**src/pkg/rsse_pkg.sv**
```systemverilog
// constants and carrier types for the rotate/set/sleep execution block
package rsse_pkg;
  localparam logic [7:0] OFS_INSTR = 8'h00;
  localparam logic [7:0] OFS_CTRL = 8'h04;
  localparam logic [7:0] OFS_BANK = 8'h08;
  localparam logic [7:0] OFS_INDEX = 8'h0C;
  localparam logic [7:0] OFS_WREG = 8'h10;
  localparam logic [7:0] OFS_STATUS = 8'h14;
  localparam int CTRL_EXT_BIT = 0;
  localparam logic CTRL_EXT_RESET = 1'h0;
  localparam logic [3:0] BANK_RESET = 4'h0;
  localparam logic [11:0] INDEX_RESET = 12'h000;
  localparam logic [7:0] WREG_RESET = 8'h00;
  localparam logic [15:0] INSTR_RESET = 16'h0000;
  localparam logic [5:0] ROT_OPC = 6'h10;
  localparam logic [6:0] SET_OPC = 7'h34;
  localparam logic [15:0] SLEEP_WORD = 16'h0003;
  localparam int DEST_BIT = 9;
  localparam int ACC_BIT = 8;
  localparam logic [7:0] IDX_LIMIT = 8'h5F;
  localparam logic [7:0] ALL_ONES = 8'hFF;
  localparam logic [3:0] LOW_BANK = 4'h0;
  localparam logic [3:0] HIGH_BANK = 4'hF;
  localparam int MCLK_NS = 25;
  localparam int Q_PHASE_NS = 50;
  localparam int Q_DIV = Q_PHASE_NS / MCLK_NS;
  localparam logic [1:0] Q_DIV_LAST = 2'(Q_DIV - 1);
  localparam int INSTR_PHASES = 4;
  localparam int INSTR_CLKS = INSTR_PHASES * Q_DIV;

  typedef enum logic [2:0] {
    ST_IDLE, ST_DECODE, ST_READ, ST_PROC, ST_WRITE, ST_SLEEP
  } rsse_state_t;

  typedef struct packed {
    logic sleeping;
    logic busy;
    logic illegal;
    logic timeout_flag;
    logic power_down_flag;
    logic neg;
    logic zero;
  } rsse_status_t;

  localparam rsse_status_t STATUS_RESET = 7'h0C;

  typedef struct packed {
    logic re;
    logic we;
    logic [11:0] addr;
    logic [7:0] wdata;
  } rsse_file_t;

  typedef struct packed {
    logic rotate;
    logic set_ones;
    logic sleep;
    logic dest;
    logic acc;
    logic [7:0] f;
  } rsse_dec_t;
endpackage

```
**src/logic/rsse_core.sv**
```systemverilog
// execution of rotate-right, load-all-ones and sleep with an AHB-Lite slave
// Operation
// [RULE1] rotate right, lsb to msb, sets N,Z
// [RULE2] dest bit 0 to W, 1 to file
// [RULE3] access bit 0 access bank, 1 bank select
// [RULE4] a=0, extension on, f<=5Fh: indexed offset
// [RULE5] load-all-ones writes FFh, flags unchanged
// [RULE6] load-all-ones: a=0 access bank, 1 bank
// [RULE7] sleep clears power-down flag
// [RULE8] sleep sets timeout flag
// [RULE9] sleep clears watchdog and its postscaler
// [RULE10] sleep halts with oscillator stopped
// [RULE11] watchdog wake clears timeout flag
// [RULE12] one word, one four-phase instruction cycle
//
// Register access over AHB-Lite and the address map were left to the implementer.
`timescale 1ns/1ps
module rsse_core
  import rsse_pkg::*;
(
  input wire logic mclk,
  input wire logic rst_n,
  input wire logic hsel,
  input wire logic [31:0] haddr,
  input wire logic [1:0] htrans,
  input wire logic hwrite,
  input wire logic [2:0] hsize,
  input wire logic [31:0] hwdata,
  input wire logic hready,
  output logic hreadyout,
  output logic hresp,
  output logic [31:0] hrdata,
  input wire logic [7:0] file_rdata,
  output rsse_file_t file_req,
  input wire logic wake_watchdog,
  input wire logic wake_other,
  output logic watchdog_clear,
  output logic osc_stop
);
  logic rst_m;
  logic rst_s;
  logic tick;
  rsse_state_t state;
  rsse_status_t status;
  logic [15:0] instr;
  logic ext_en;
  logic [3:0] bank_select_register;
  logic [11:0] index_base;
  logic [7:0] wreg;
  logic [7:0] operand;
  logic [7:0] result;
  logic wr_pend;
  logic [7:0] wr_addr;
  logic [31:0] next_rdata;
  logic start;
  rsse_dec_t dec;

  function automatic rsse_dec_t decode(input logic [15:0] w);
    rsse_dec_t d;
    d.rotate = (w[15:10] == ROT_OPC);
    d.set_ones = (w[15:9] == SET_OPC);
    d.sleep = (w == SLEEP_WORD);
    d.dest = w[DEST_BIT] & ~d.set_ones;
    d.acc = w[ACC_BIT];
    d.f = w[7:0];
    return d;
  endfunction

  function automatic logic [11:0] eff_addr(input rsse_dec_t d,
    input logic ext, input logic [3:0] bank, input logic [11:0] base);
    logic [11:0] a;
    if (d.acc)
      a = {bank, d.f}; // [RULE3] [RULE6]
    else if (ext && d.f <= IDX_LIMIT)
      a = base + {4'h0, d.f}; // [RULE4]
    else if (d.f <= IDX_LIMIT)
      a = {LOW_BANK, d.f}; // [RULE3] [RULE6]
    else
      a = {HIGH_BANK, d.f};
    return a;
  endfunction

  assign dec = decode(instr);

  // reset release through two flops
  always_ff @(posedge mclk or negedge rst_n)
  begin
    if (!rst_n)
    begin
      rst_m <= 1'h0;
      rst_s <= 1'h0;
    end
    else
    begin
      rst_m <= 1'h1;
      rst_s <= rst_m;
    end
  end

  rsse_qdiv u_qdiv (
    .mclk(mclk),
    .rst_n(rst_s),
    .run(state != ST_IDLE && state != ST_SLEEP),
    .tick(tick)
  );

  // bus address phase is captured; writes land in the data phase
  always_ff @(posedge mclk or negedge rst_s)
  begin
    if (!rst_s)
    begin
      wr_pend <= 1'h0;
      wr_addr <= 8'h00;
      hrdata <= 32'h0000_0000;
      hreadyout <= 1'h0;
      hresp <= 1'h0;
    end
    else
    begin
      hreadyout <= 1'h1;
      hresp <= 1'h0;
      wr_pend <= hsel && htrans[1] && hready && hwrite;
      wr_addr <= haddr[7:0];
      if (hsel && htrans[1] && hready && !hwrite)
        hrdata <= next_rdata;
    end
  end

  always_comb
  begin
    next_rdata = 32'h0000_0000;
    if (haddr[31:8] == 24'h00_0000)
    begin
      unique case (haddr[7:0])
        OFS_INSTR: next_rdata = {16'h0000, instr};
        OFS_CTRL: next_rdata = {31'h0, ext_en};
        OFS_BANK: next_rdata = {28'h0, bank_select_register};
        OFS_INDEX: next_rdata = {20'h0, index_base};
        OFS_WREG: next_rdata = {24'h0, wreg};
        OFS_STATUS: next_rdata = {25'h0, status};
        default: next_rdata = 32'h0000_0000;
      endcase
    end
  end

  // an instruction write is ignored while one is running or asleep
  assign start = wr_pend && wr_addr == OFS_INSTR && state == ST_IDLE;

  always_ff @(posedge mclk or negedge rst_s)
  begin
    if (!rst_s)
    begin
      instr <= INSTR_RESET;
      ext_en <= CTRL_EXT_RESET;
      bank_select_register <= BANK_RESET;
      index_base <= INDEX_RESET;
    end
    else if (wr_pend)
    begin
      if (start)
        instr <= hwdata[15:0];
      if (wr_addr == OFS_CTRL)
        ext_en <= hwdata[CTRL_EXT_BIT];
      if (wr_addr == OFS_BANK)
        bank_select_register <= hwdata[3:0];
      if (wr_addr == OFS_INDEX)
        index_base <= hwdata[11:0];
    end
  end

  // one phase per tick: decode, read, process, write; then idle, or sleep until a wake
  always_ff @(posedge mclk or negedge rst_s)
  begin
    if (!rst_s)
      state <= ST_IDLE;
    else
    begin
      unique case (state)
        ST_IDLE:
          if (start)
            state <= ST_DECODE;
        ST_DECODE:
          if (tick)
            state <= ST_READ; // [RULE12]
        ST_READ:
          if (tick)
            state <= ST_PROC; // [RULE12]
        ST_PROC:
          if (tick)
            state <= ST_WRITE; // [RULE12]
        ST_WRITE:
          if (tick)
            state <= dec.sleep ? ST_SLEEP : ST_IDLE; // [RULE10]
        ST_SLEEP:
          if (wake_watchdog || wake_other)
            state <= ST_IDLE;
      endcase
    end
  end

  // operand fetch and the rotate itself
  always_ff @(posedge mclk or negedge rst_s)
  begin
    if (!rst_s)
    begin
      operand <= 8'h00;
      result <= 8'h00;
    end
    else if (tick && state == ST_READ)
      operand <= file_rdata;
    else if (tick && state == ST_PROC)
      result <= dec.set_ones ? ALL_ONES
        : {operand[0], operand[7:1]}; // [RULE1] [RULE5]
  end

  // file port: read request issued as the read phase begins, write as the last phase ends
  always_ff @(posedge mclk or negedge rst_s)
  begin
    if (!rst_s)
      file_req <= '0;
    else
    begin
      file_req.re <= 1'h0;
      file_req.we <= 1'h0;
      if (tick && state == ST_DECODE && (dec.rotate || dec.set_ones))
      begin
        file_req.re <= 1'h1;
        file_req.addr <= eff_addr(dec, ext_en,
          bank_select_register, index_base);
      end
      if (tick && state == ST_WRITE && (dec.set_ones ||
          (dec.rotate && dec.dest))) // [RULE2]
      begin
        file_req.we <= 1'h1;
        file_req.wdata <= result;
        file_req.addr <= eff_addr(dec, ext_en,
          bank_select_register, index_base);
      end
    end
  end

  // working register: software load, or rotate with dest bit clear
  always_ff @(posedge mclk or negedge rst_s)
  begin
    if (!rst_s)
      wreg <= WREG_RESET;
    else if (tick && state == ST_WRITE && dec.rotate && !dec.dest)
      wreg <= result; // [RULE2]
    else if (wr_pend && wr_addr == OFS_WREG)
      wreg <= hwdata[7:0];
  end

  // status: flags only move on rotate; sleep and wake flags
  always_ff @(posedge mclk or negedge rst_s)
  begin
    if (!rst_s)
      status <= STATUS_RESET;
    else
    begin
      status.busy <= (state != ST_IDLE && state != ST_SLEEP) || start;
      status.sleeping <= (state == ST_SLEEP) && !wake_other
        && !wake_watchdog;
      if (start)
        status.illegal <= 1'h0;
      if (tick && state == ST_WRITE)
      begin
        status.illegal <= !(dec.rotate || dec.set_ones || dec.sleep);
        if (dec.rotate)
        begin
          status.neg <= result[7]; // [RULE1]
          status.zero <= (result == 8'h00); // [RULE1]
        end
        if (dec.sleep)
        begin
          status.power_down_flag <= 1'h0; // [RULE7]
          status.timeout_flag <= 1'h1; // [RULE8]
        end
      end
      if (state == ST_SLEEP && wake_watchdog)
        status.timeout_flag <= 1'h0; // [RULE11]
    end
  end

  // the watchdog clear is a single pulse; the clock gate is a level
  always_ff @(posedge mclk or negedge rst_s)
  begin
    if (!rst_s)
    begin
      watchdog_clear <= 1'h0;
      osc_stop <= 1'h0;
    end
    else
    begin
      watchdog_clear <= tick && state == ST_WRITE && dec.sleep; // [RULE9]
      if (tick && state == ST_WRITE && dec.sleep)
        osc_stop <= 1'h1; // [RULE10]
      else if (state == ST_SLEEP && (wake_watchdog || wake_other))
        osc_stop <= 1'h0;
    end
  end

  a_rotate_wdata: assert property (@(posedge mclk) // [RULE1]
    disable iff (!rst_s) (tick && state == ST_WRITE && dec.rotate && dec.dest)
    |=> file_req.we && file_req.wdata == {$past(operand[0], 2),
    $past(operand[7:1], 2)})
    else $error("rotate result wrong");

  a_rotate_to_w: assert property (@(posedge mclk) // [RULE2]
    disable iff (!rst_s) (tick && state == ST_WRITE && dec.rotate && !dec.dest)
    |=> !file_req.we && wreg == $past(result))
    else $error("rotate to W misrouted");

  a_rotate_flags: assert property (@(posedge mclk) // [RULE1]
    disable iff (!rst_s) (tick && state == ST_WRITE && dec.rotate)
    |=> status.neg == $past(result[7])
    && status.zero == ($past(result) == 8'h00))
    else $error("rotate flags wrong");

  a_bank_addr: assert property (@(posedge mclk) // [RULE3] [RULE6]
    disable iff (!rst_s) (tick && state == ST_DECODE && dec.acc
    && (dec.rotate || dec.set_ones))
    |=> file_req.addr == {$past(bank_select_register), $past(dec.f)})
    else $error("bank addressing wrong");

  a_indexed_addr: assert property (@(posedge mclk) // [RULE4]
    disable iff (!rst_s) (tick && state == ST_DECODE && !dec.acc && ext_en
    && dec.f <= IDX_LIMIT && (dec.rotate || dec.set_ones))
    |=> file_req.addr == $past(index_base) + {4'h0, $past(dec.f)})
    else $error("indexed addressing wrong");

  a_load_all_ones_op_value: assert property (@(posedge mclk) // [RULE5]
    disable iff (!rst_s) (tick && state == ST_WRITE && dec.set_ones)
    |=> file_req.we && file_req.wdata == ALL_ONES
    && status.neg == $past(status.neg)
    && status.zero == $past(status.zero))
    else $error("load-all-ones wrong");

  a_access_low: assert property (@(posedge mclk) // [RULE6]
    disable iff (!rst_s)
    (tick && state == ST_DECODE && dec.set_ones && !dec.acc && !ext_en)
    |=> file_req.addr[11:8] == ($past(dec.f) <= IDX_LIMIT
    ? LOW_BANK : HIGH_BANK))
    else $error("access bank wrong");

  a_sleep_flags: assert property (@(posedge mclk) // [RULE7] [RULE8]
    disable iff (!rst_s) (tick && state == ST_WRITE && dec.sleep)
    |=> !status.power_down_flag && status.timeout_flag)
    else $error("sleep status flags wrong");

  a_sleep_wdt: assert property (@(posedge mclk) // [RULE9]
    disable iff (!rst_s)
    $rose(osc_stop) |-> watchdog_clear ##1 !watchdog_clear)
    else $error("watchdog not cleared once");

  a_sleep_halt: assert property (@(posedge mclk) // [RULE10]
    disable iff (!rst_s) (state == ST_SLEEP && !wake_watchdog && !wake_other)
    |=> osc_stop && !tick && !file_req.we)
    else $error("not halted in sleep");

  a_wake_to: assert property (@(posedge mclk) // [RULE11]
    disable iff (!rst_s) (state == ST_SLEEP && wake_watchdog)
    |=> !status.timeout_flag && !osc_stop)
    else $error("watchdog wake kept timeout");

  a_cycle_len: assert property (@(posedge mclk) // [RULE12]
    disable iff (!rst_s) start |=> state == ST_DECODE ##2 state == ST_READ
    ##2 state == ST_PROC ##2 state == ST_WRITE
    ##2 (state == ST_IDLE || state == ST_SLEEP))
    else $error("instruction cycle length wrong");
endmodule

```
**src/logic/rsse_qdiv.sv**
```systemverilog
// divider that makes the one-cycle phase enable of the instruction clock
`timescale 1ns/1ps
module rsse_qdiv
  import rsse_pkg::*;
(
  input wire logic mclk,
  input wire logic rst_n,
  input wire logic run,
  output logic tick
);
  logic [1:0] div;

  // phases stop when the oscillator is stopped or the core is idle
  always_ff @(posedge mclk or negedge rst_n)
  begin
    if (!rst_n)
    begin
      div <= 2'h0;
      tick <= 1'h0;
    end
    // preloaded so the first phase after a start is as long as the rest
    else if (!run)
    begin
      div <= Q_DIV_LAST;
      tick <= 1'h0;
    end
    else if (div == Q_DIV_LAST)
    begin
      div <= 2'h0;
      tick <= 1'h1;
    end
    else
    begin
      div <= div + 2'h1;
      tick <= 1'h0;
    end
  end
endmodule

```
**config.mk**
```make
export PLATFORM = sky130hd
export DESIGN_NAME = rsse_core
export DESIGN_NICKNAME = d
export VERILOG_FILES = /design/src/pkg/rsse_pkg.sv /design/src/logic/rsse_core.sv /design/src/logic/rsse_qdiv.sv
export SDC_FILE = /design/constraint.sdc
export NUM_CORES = 1
export LEC_CHECK = 0
export ABC_AREA = 1
export ABC_CLOCK_PERIOD_IN_PS = 4800
export BUFFER_PORTS_ARGS = -buffer_cell sky130_fd_sc_hd__buf_4
export CAP_MARGIN = 10
export CORE_UTILIZATION = 54
export CTS_BUF_LIST = sky130_fd_sc_hd__clkbuf_8
export DETAILED_ROUTE_END_ITERATION = 10
export MAX_ROUTING_LAYER = met4
export PLACE_DENSITY = 0.8
export SYNTH_ARGS = -nofsm -noshare
export SYNTH_HDL_FRONTEND = slang
export SYNTH_SLANG_ARGS = --single-unit
```
**constraint.sdc**
```tcl
create_clock -name mclk -period 4.8 [get_ports mclk]
set_input_delay 0.72 -clock mclk [delete_from_list [all_inputs] [get_ports mclk]]
set_output_delay 0.72 -clock mclk [all_outputs]
set_load 0.01 [all_outputs]
```
==> summary.md, run 1 <==
| Metric | Value |
|---|---|
| Vias in the first global route | 5229 |
| TritonRoute pass-1 iters | 5 |
| Worst-Margin Slew | 1100 ps |
| N_diodes | 0 |
| Category of the most critical setup path | register to register |
| Final HPWL DP | 11200 um |
| PostCTS Resize Cnt | 0 |
| Grt ovf | 0 |
| Synthesized instance count | 773 |
| Unrepaired setup endpoints after global routing | false |
| Longest Clk Path Bufs | 2 |
| Chip width | 109 um |
| CTS H-tree depth | 4 |
| PortBufs | 104 |
| Antenna Nets Post-Route | 0 |
| Adder-cell share of the synthesized area | between 1.5 and 2% |
| Via count | 5442 |
| CP arrival | 2360 ps |
| Synth Area in Compound Gates | about a tenth |
| IO Pins | 142 |
| Pin count of the biggest net entering global routing | 87 |
| Synth unique cells | 40 |
| Die Height | 109 um |
| Mean routed wirelength per cell | roughly 15 um |
| Row count | 38 |
| Post-Synth Simple-Gate Area | 26.8% |
| Initial DRC count | 366 |
| Worst relative slew slack | 27.0% |
| Gpl congestion | 0.938 |
| Seq/Total Area, Yosys | 49.6% |
| Reg2reg setup slack | around 2800 ps |
| Root Driver | clkbuf_8 |
| Yosys reg bits | between 100 and 150 |
| DIE AREA | between 10000 and 15000 um2 |
| Proportion of layout cells with a drive suffix above 1 | 20.0% |
| Syn-to-layout area delta | 20.9% |
| Max frequency | 507 MHz |
| First-pass GRT wire length | 24600 um |
| Min Tclk post-route | 1970 ps |
| Most frequent cells in the layout | 207 x nand2_1, 119 x dfrtp_1, 105 x buf_4, 89 x inv_1, 86 x nor2_1 |
| Critical Path RT | 5190 ps |
| Setup TNS | 0 ps |
| Critical-path top delay cell | fa_1 |
| Final Cycle Share | 41.1% |
| Leakage power | 0.00401 uW |
| TritonCTS buffer count | 17 |
| Mux share of post-synthesis cell area | between 1.5 and 2% |
| Synth Area in XOR/XNOR | 0.568% |
| Largest family of logic cells by synthesized area | simple AND/OR/NAND/NOR gates |
| Critical path cell sequence | ha_1, inv_1, fa_1, nor2_1, nor2_1, xor2_1, o21ai_0, nand2_1, nand2_1 |
| CTS tree | built |
| CP Capture Type | register |
| Initial Util | 56.1% |
| DRC | 0 |
| Vias per cell | 5.23 |
| Global Route Usage Sum | 28.9% |
| Syn_area_per_cell | 7.97 um2 |
| Worst setup SP type | register |
| Layout Skew | 11.7 ps |
| Commonest non-fill, non-tap cell in the layout | nand2_1 |
| Synth area leaders | dfrtp_1 49%, nand2_1 13%, inv_1 5.3% |
| Status | completed |
| Hold_ws | 35.2 ps |
| Total chip power | around 2800 uW |
| Max VDD drop | 0.341 mV |
| Net count reported at finish | 980 |
| Crit Path Max Fanout | 3 |
| TritonCTS Sinks | approximately 120 |
| Tightest Hold Check Type | primary input to async pin |
| Crit-path max cell delay | between 400 and 500 ps |
| Endpoints failing setup | 0 |
| Synthesized area | 6160 um2 |
| Final WL | 15100 um |
| # Post-CTS Setup Buffers | 0 |
| # Max-Cap Violations | 0 |
| Yosys top cell by area | dfrtp_1 |
| Area of the core | between 10000 and 15000 um2 |
| Reg clk slew, reported paths | ~70 ps |
| Pwr dens | 380 nW/um2 |
| Insertion delay to the later sink of the worst-skew pair | 460 ps |
| Synth Warn # | 0 |
| Max-slew violation count | 0 |
| # hold bufs at CTS | 0 |
| Share of the synthesized area in the top cell type | 48.7% |
| Fin. Hold Viols | 0 |
| Initial antenna violation count | 0 |
layer usage:
| metal | GRT usage [%] | vias up | part of all wire (%) |
|---|---|---|---|
| li1 | - | 2677 | - |
| met1 | 34.9 | 2488 | 43 |
| met2 | 45.3 | 225 | 47 |
| met3 | 7.05 | 52 | 6.9 |
| met4 | 14.7 | 0 | 3.9 |
| met5 | - | - | 0 |
logic make-up after synthesis:
kind of cell / Yosys count
DFF: 122
adders and majority gates: 9
xor gates and xnor gates: 4
other: 2
and+or+nand+nor: 387
AOI/OAI and AO/OA: 115
buffers and inverters: 124
muxes: 10
cell type report:
type                       instances  area [um2]
sequential                       122        3060
tap                              140         175
multi-input combinational        544        2620
timing repair buffer             105         788
clock inverter                    12         173
clock buffer                      20         275
inverter                          97         364
fill                             919        3530
through the flow:
| step | cell area (um2) | setup slack (ps) | utilization, % | cells |
|---|---|---|---|---|
| 3_5_place_dp | 7000 | 2410 | 63.8 | 1008 |
| 6_report | 7450 | 2830 | 67.8 | 1040 |
| 4_1_cts | 7450 | 2860 | 67.8 | 1040 |
| 2_1_floorplan | 6230 | 1150 | - | 790 |
| 5_1_grt | 7450 | 2710 | 67.8 | 1040 |
| 3_3_place_gp | 7000 | 2460 | 63.8 | 1008 |
worst max-delay path: cells and delay by family (launching register included):
kind,cells,cell delay (ps)
simple gates,4,400
buf+inv,1,70
fa+ha+maj,2,690
xor+xnor,1,140
flops,1,380
compound gates,1,200
power by group:
part	total [uW]	switching [uW]	internal (uW)
Clock	1010	411	603
Combinational	516	299	217
Sequential	1300	113	1190
Total	2830	823	2010
sequential cells by signal, indices dropped and copies added, names as in the netlist, 7 cells and up:
register    cells
instr          16
result          8
file_req       22
hrdata         16
status          7
operand         8
wreg            8
wr_addr         8
index_base     12
cell usage after synthesis:
master and number:
a21oi_1 26, nand3b_1 1, inv_2 8, nor4_1 3
dfrtp_1 120, mux2_2 10, nand2_2 9, o31ai_1 1
clkinv_1 2, buf_6 2, nand3_1 55, buf_4 18
o21ai_2 3, clkbuf_1 1, a31oi_1 1, o211ai_1 9
nand4_1 12, nor2_2 4, conb_1 2, inv_1 87
o21a_1 2, nor3_4 1, a21o_1 1, fa_1 1
ha_1 8, xor2_1 1, dfstp_2 2, nor3_2 1
nand2_1 207, nor3_1 2, nand2_4 2, nor2_1 86
o22ai_1 2, xnor2_1 3, buf_2 6, nor2_4 1
nand3_2 2, or2_2 1, o21ai_1 7, o21ai_0 63
worst paths after layout:
path,start,endpoint,cells past startpoint
max in group asynchronous,rst_s$_DFF_PN0_,u_qdiv.div[1]$_DFF_PN0_,1
hold / removal,rst_n,rst_s$_DFF_PN0_,1
setup reg to reg,index_base[0]$_DFFE_PN0P_,file_req[12]$_DFFE_PN0P_,9
hold reg to reg,rst_m$_DFF_PN0_,rst_s$_DFF_PN0_,0
setup / recovery,index_base[0]$_DFFE_PN0P_,file_req[12]$_DFFE_PN0P_,9
min in group mclk,rst_m$_DFF_PN0_,rst_s$_DFF_PN0_,0
Power figures use the tool's default switching activity.
==> run 2, diff against run 1 <==
--- a/config.mk
+++ b/config.mk
@@ -6,14 +6,14 @@
 export NUM_CORES = 1
 export LEC_CHECK = 0
 export ABC_AREA = 1
-export ABC_CLOCK_PERIOD_IN_PS = 4800
+export ABC_CLOCK_PERIOD_IN_PS = 1600
 export BUFFER_PORTS_ARGS = -buffer_cell sky130_fd_sc_hd__buf_4
 export CAP_MARGIN = 10
-export CORE_UTILIZATION = 54
+export CORE_UTILIZATION = 51
 export CTS_BUF_LIST = sky130_fd_sc_hd__clkbuf_8
 export DETAILED_ROUTE_END_ITERATION = 10
 export MAX_ROUTING_LAYER = met4
-export PLACE_DENSITY = 0.8
+export PLACE_DENSITY = 0.79
 export SYNTH_ARGS = -nofsm -noshare
 export SYNTH_HDL_FRONTEND = slang
 export SYNTH_SLANG_ARGS = --single-unit
==> constraint.sdc (replaced) <==
create_clock -name mclk -period 1.6 [get_ports mclk]
set_input_delay 0.24 -clock mclk [delete_from_list [all_inputs] [get_ports mclk]]
set_output_delay 0.24 -clock mclk [all_outputs]
set_load 0.01 [all_outputs]
==> run 2 against run 1 <==
Net effect: the flow now finishes with violations (design-rule violations, negative setup slack); flip-flop and latch count is the same; die area up 5.8%; critical path type unchanged; routed wire length is 14% higher; count of clock-buffer cells in the layout fell by 2; utilization up 4.6 points; first-iteration DRC count grew 55%; critical path depth stayed put; largest cell class unchanged; combinational power grew to 3.6 times the previous value; worst hold slack worse by 21 ps; power grew to 3.1 times the previous value; sequential share of layout area shrank 4.7 points; maximum frequency up 18%.
==> summary.md, run 2 (synthesis results as in run 1) <==
| Metric | Value |
|---|---|
| CP Capture Type | register |
| Row count | 39 (+2.6%) |
| Final HPWL DP | 12300 um (+9.5%) |
| Reg clk slew, reported paths | 70 ps (about the same) |
| Leakage power | 0.00441 uW (+9.8%) |
| Storage element area | 3060 um2 (unchanged) |
| Pre-CTS worst setup slack | -78.2 ps (-2490 ps) |
| Largest registers | file_req (22), hrdata (16), instr (16) |
| Most flops, register | file_req |
| Gpl congestion | 0.940 (+0.15%) |
| Failing checks | design-rule violations, negative setup slack |
| Fin worst setup slack | -64.2 ps (-2890 ps) |
| Multi-input logic area | 2890 um2 (+11%) |
| Vias per cell | 5.29 (+1.0%) |
| Unrepaired setup endpoints after global routing | true |
| Pin count of the biggest net entering global routing | 34 (-61%) |
| Worst setup SP type | register |
| Most frequent cells in the layout | 198 x nand2_1, 160 x buf_4, 119 x dfrtp_1, 82 x inv_1, 71 x nor2_1 |
| Proportion of layout cells with a drive suffix above 1 | 30.6% (+11 points) |
| Global Route Usage Sum | 28.7% (-0.21 points) |
| PortBufs | 104 (unchanged) |
| Layout Skew | 11.3 ps (-0.335 ps) |
| Initial DRC count | 566 (+55%) |
| TritonCTS Sinks | 122 (unchanged) |
| Tightest Hold Check Type | primary input to register |
| Insertion delay to the later sink of the worst-skew pair | 460 ps (about the same) |
| # Max-Cap Violations | 0 (unchanged) |
| N_diodes | 0 (unchanged) |
| CP arrival | 2020 ps (-340 ps) |
| Initial antenna violation count | 0 (unchanged) |
| Longest Clk Path Bufs | 2 (unchanged) |
| IO Pins | 142 (unchanged) |
| Area of the core | 11600 um2 (+5.7%) |
| Grt ovf | 0 (unchanged) |
| Commonest non-fill, non-tap cell in the layout | nand2_1 |
| Syn-to-layout area delta | 36.6% |
| Initial Util | 53.1% (-3.0 points) |
| Max VDD drop | 0.882 mV (+160%) |
| Core Util, Final | 72.5% (+4.6 points) |
| TritonRoute pass-1 iters | 9 (+4) |
| TritonCTS buffer count | 17 (unchanged) |
| Crit Path Max Fanout | 3 (unchanged) |
| Antenna Nets Post-Route | 0 (unchanged) |
| Die Height | 112 um (+2.8%) |
| Final Cycle Share | 104% (+63 points) |
| Endpoints failing setup | 6 (+6) |
| CTS tree | built |
| Chip width | 112 um (+2.8%) |
| DRC | 13 (+13) |
| Final WL | 17300 um (+14%) |
| Pwr dens | 1050 nW/um2 (+180%) |
| Setup TNS | -179 ps (-179 ps) |
| First-pass GRT wire length | 26700 um (+8.6%) |
| Via count | 5926 (+8.9%) |
| Min Tclk post-route | 1660 ps (-307 ps) |
| Fillers | 845 (-8.1%) |
| Largest register FFs | 22 (unchanged) |
| Category of the most critical setup path | register to register |
| Fin. Hold Viols | 0 (unchanged) |
| Mean routed wirelength per cell | 15.4 um (+6.2%) |
| Vias in the first global route | 5647 (+8.0%) |
| Reg2reg setup slack | -60 ps (-2890 ps) |
| Status | complete, but fails checks |
| Max-slew violation count | 0 (unchanged) |
| Area after DPL | 7430 um2 (+6.1%) |
| Net count reported at finish | 1059 (+8.1%) |
| DIE AREA | 12500 um2 (+5.8%) |
| Critical Path RT | 1950 ps (-3240 ps) |
| CTS H-tree depth | 4 (unchanged) |
| Root Driver | clkbuf_8 |
| Max frequency | 601 MHz (+18%) |
| Final instance area | 8420 um2 (+13%) |
[run 2: changes by cell type in the layout (fill, tap and decap cells not counted), moves of 6 or more]
| cell | change |
|---|---|
| buf_4 | +55 |
| dlygate4sd3_1 | +16 |
| nor2_1 | -15 |
| o21ai_0 | -15 |
| o21ai_1 | +14 |
| nor2_2 | +13 |
| nand2_1 | -9 |
| ha_1 | -7 |
| inv_1 | -7 |
| ha_4 | +6 |
| nand3_1 | -6 |
[run 2: layer usage]
metal	global-route usage [%]	share of wire, %	up-vias
met2	48.0	49	291
met4	11.7	3.5	0
met3	7.02	7.9	54
li1	-	-	2829
met1	33.1	39	2752
met5	-	0	-
[run 2: timing repair]
action / CTS / global route
gates resized for setup: 16 / 74
endpoints found under the setup margin: 9 / 71
hold buffers: 16 / 0
pin swaps: 11 / 11
setup buffers: 0 / 10
endpoints found under the hold margin: 17 / 0
[run 2: stage by stage]
stage	cells	total power [uW]	hold WS, ps
2_1_floorplan	790	4910	-55.6
3_3_place_gp	1064	5530	23.7
3_5_place_dp	1064	5590	24.1
4_1_cts	1111	8720	1.32
5_1_grt	1121	9210	9.84
6_report	1121	8810	13.8
[run 2: layout make-up]
cell class	instances	area share, %
Sequential cell	122	36.3
Multi-Input combinational cell	544	34.4
Timing Repair Buffer	184	17.6
Inverter	97	4.40
Clock buffer	18	2.94
Clock inverter	13	2.27
Tap cell	143	2.13
[run 2: power by group]
group | switching, uW | total [uW] | internal, uW
Clock | 1330 | 3080 | 1750
Sequential | 336 | 3890 | 3560
Combinational | 1050 | 1840 | 785
[run 2: worst paths after layout]
path	startpoint	end	cells past startpoint
worst min-delay path	hwrite	wr_pend$_DFF_PN0_	3
worst max register to register	index_base[0]$_DFFE_PN0P_	file_req[14]$_DFFE_PN0P_	9
worst max-delay path	index_base[0]$_DFFE_PN0P_	file_req[14]$_DFFE_PN0P_	9
min in group asynchronous	rst_n	rst_m$_DFF_PN0_	2
max in group asynchronous	rst_s$_DFF_PN0_	instr[13]$_DFFE_PN0P_	1
worst min register to register	rst_s$_DFF_PN0_	result[1]$_DFFE_PN0P_	0
[run 2: worst max-delay path, stage by stage (launching register included)]
cell      delay (ps)
dfrtp_1          370
ha_2             200
inv_2             40
fa_2             390
nor2_2           120
nor2_1            80
o211ai_1         160
nand3_1           90
nand3_1           80
nand2_1           50
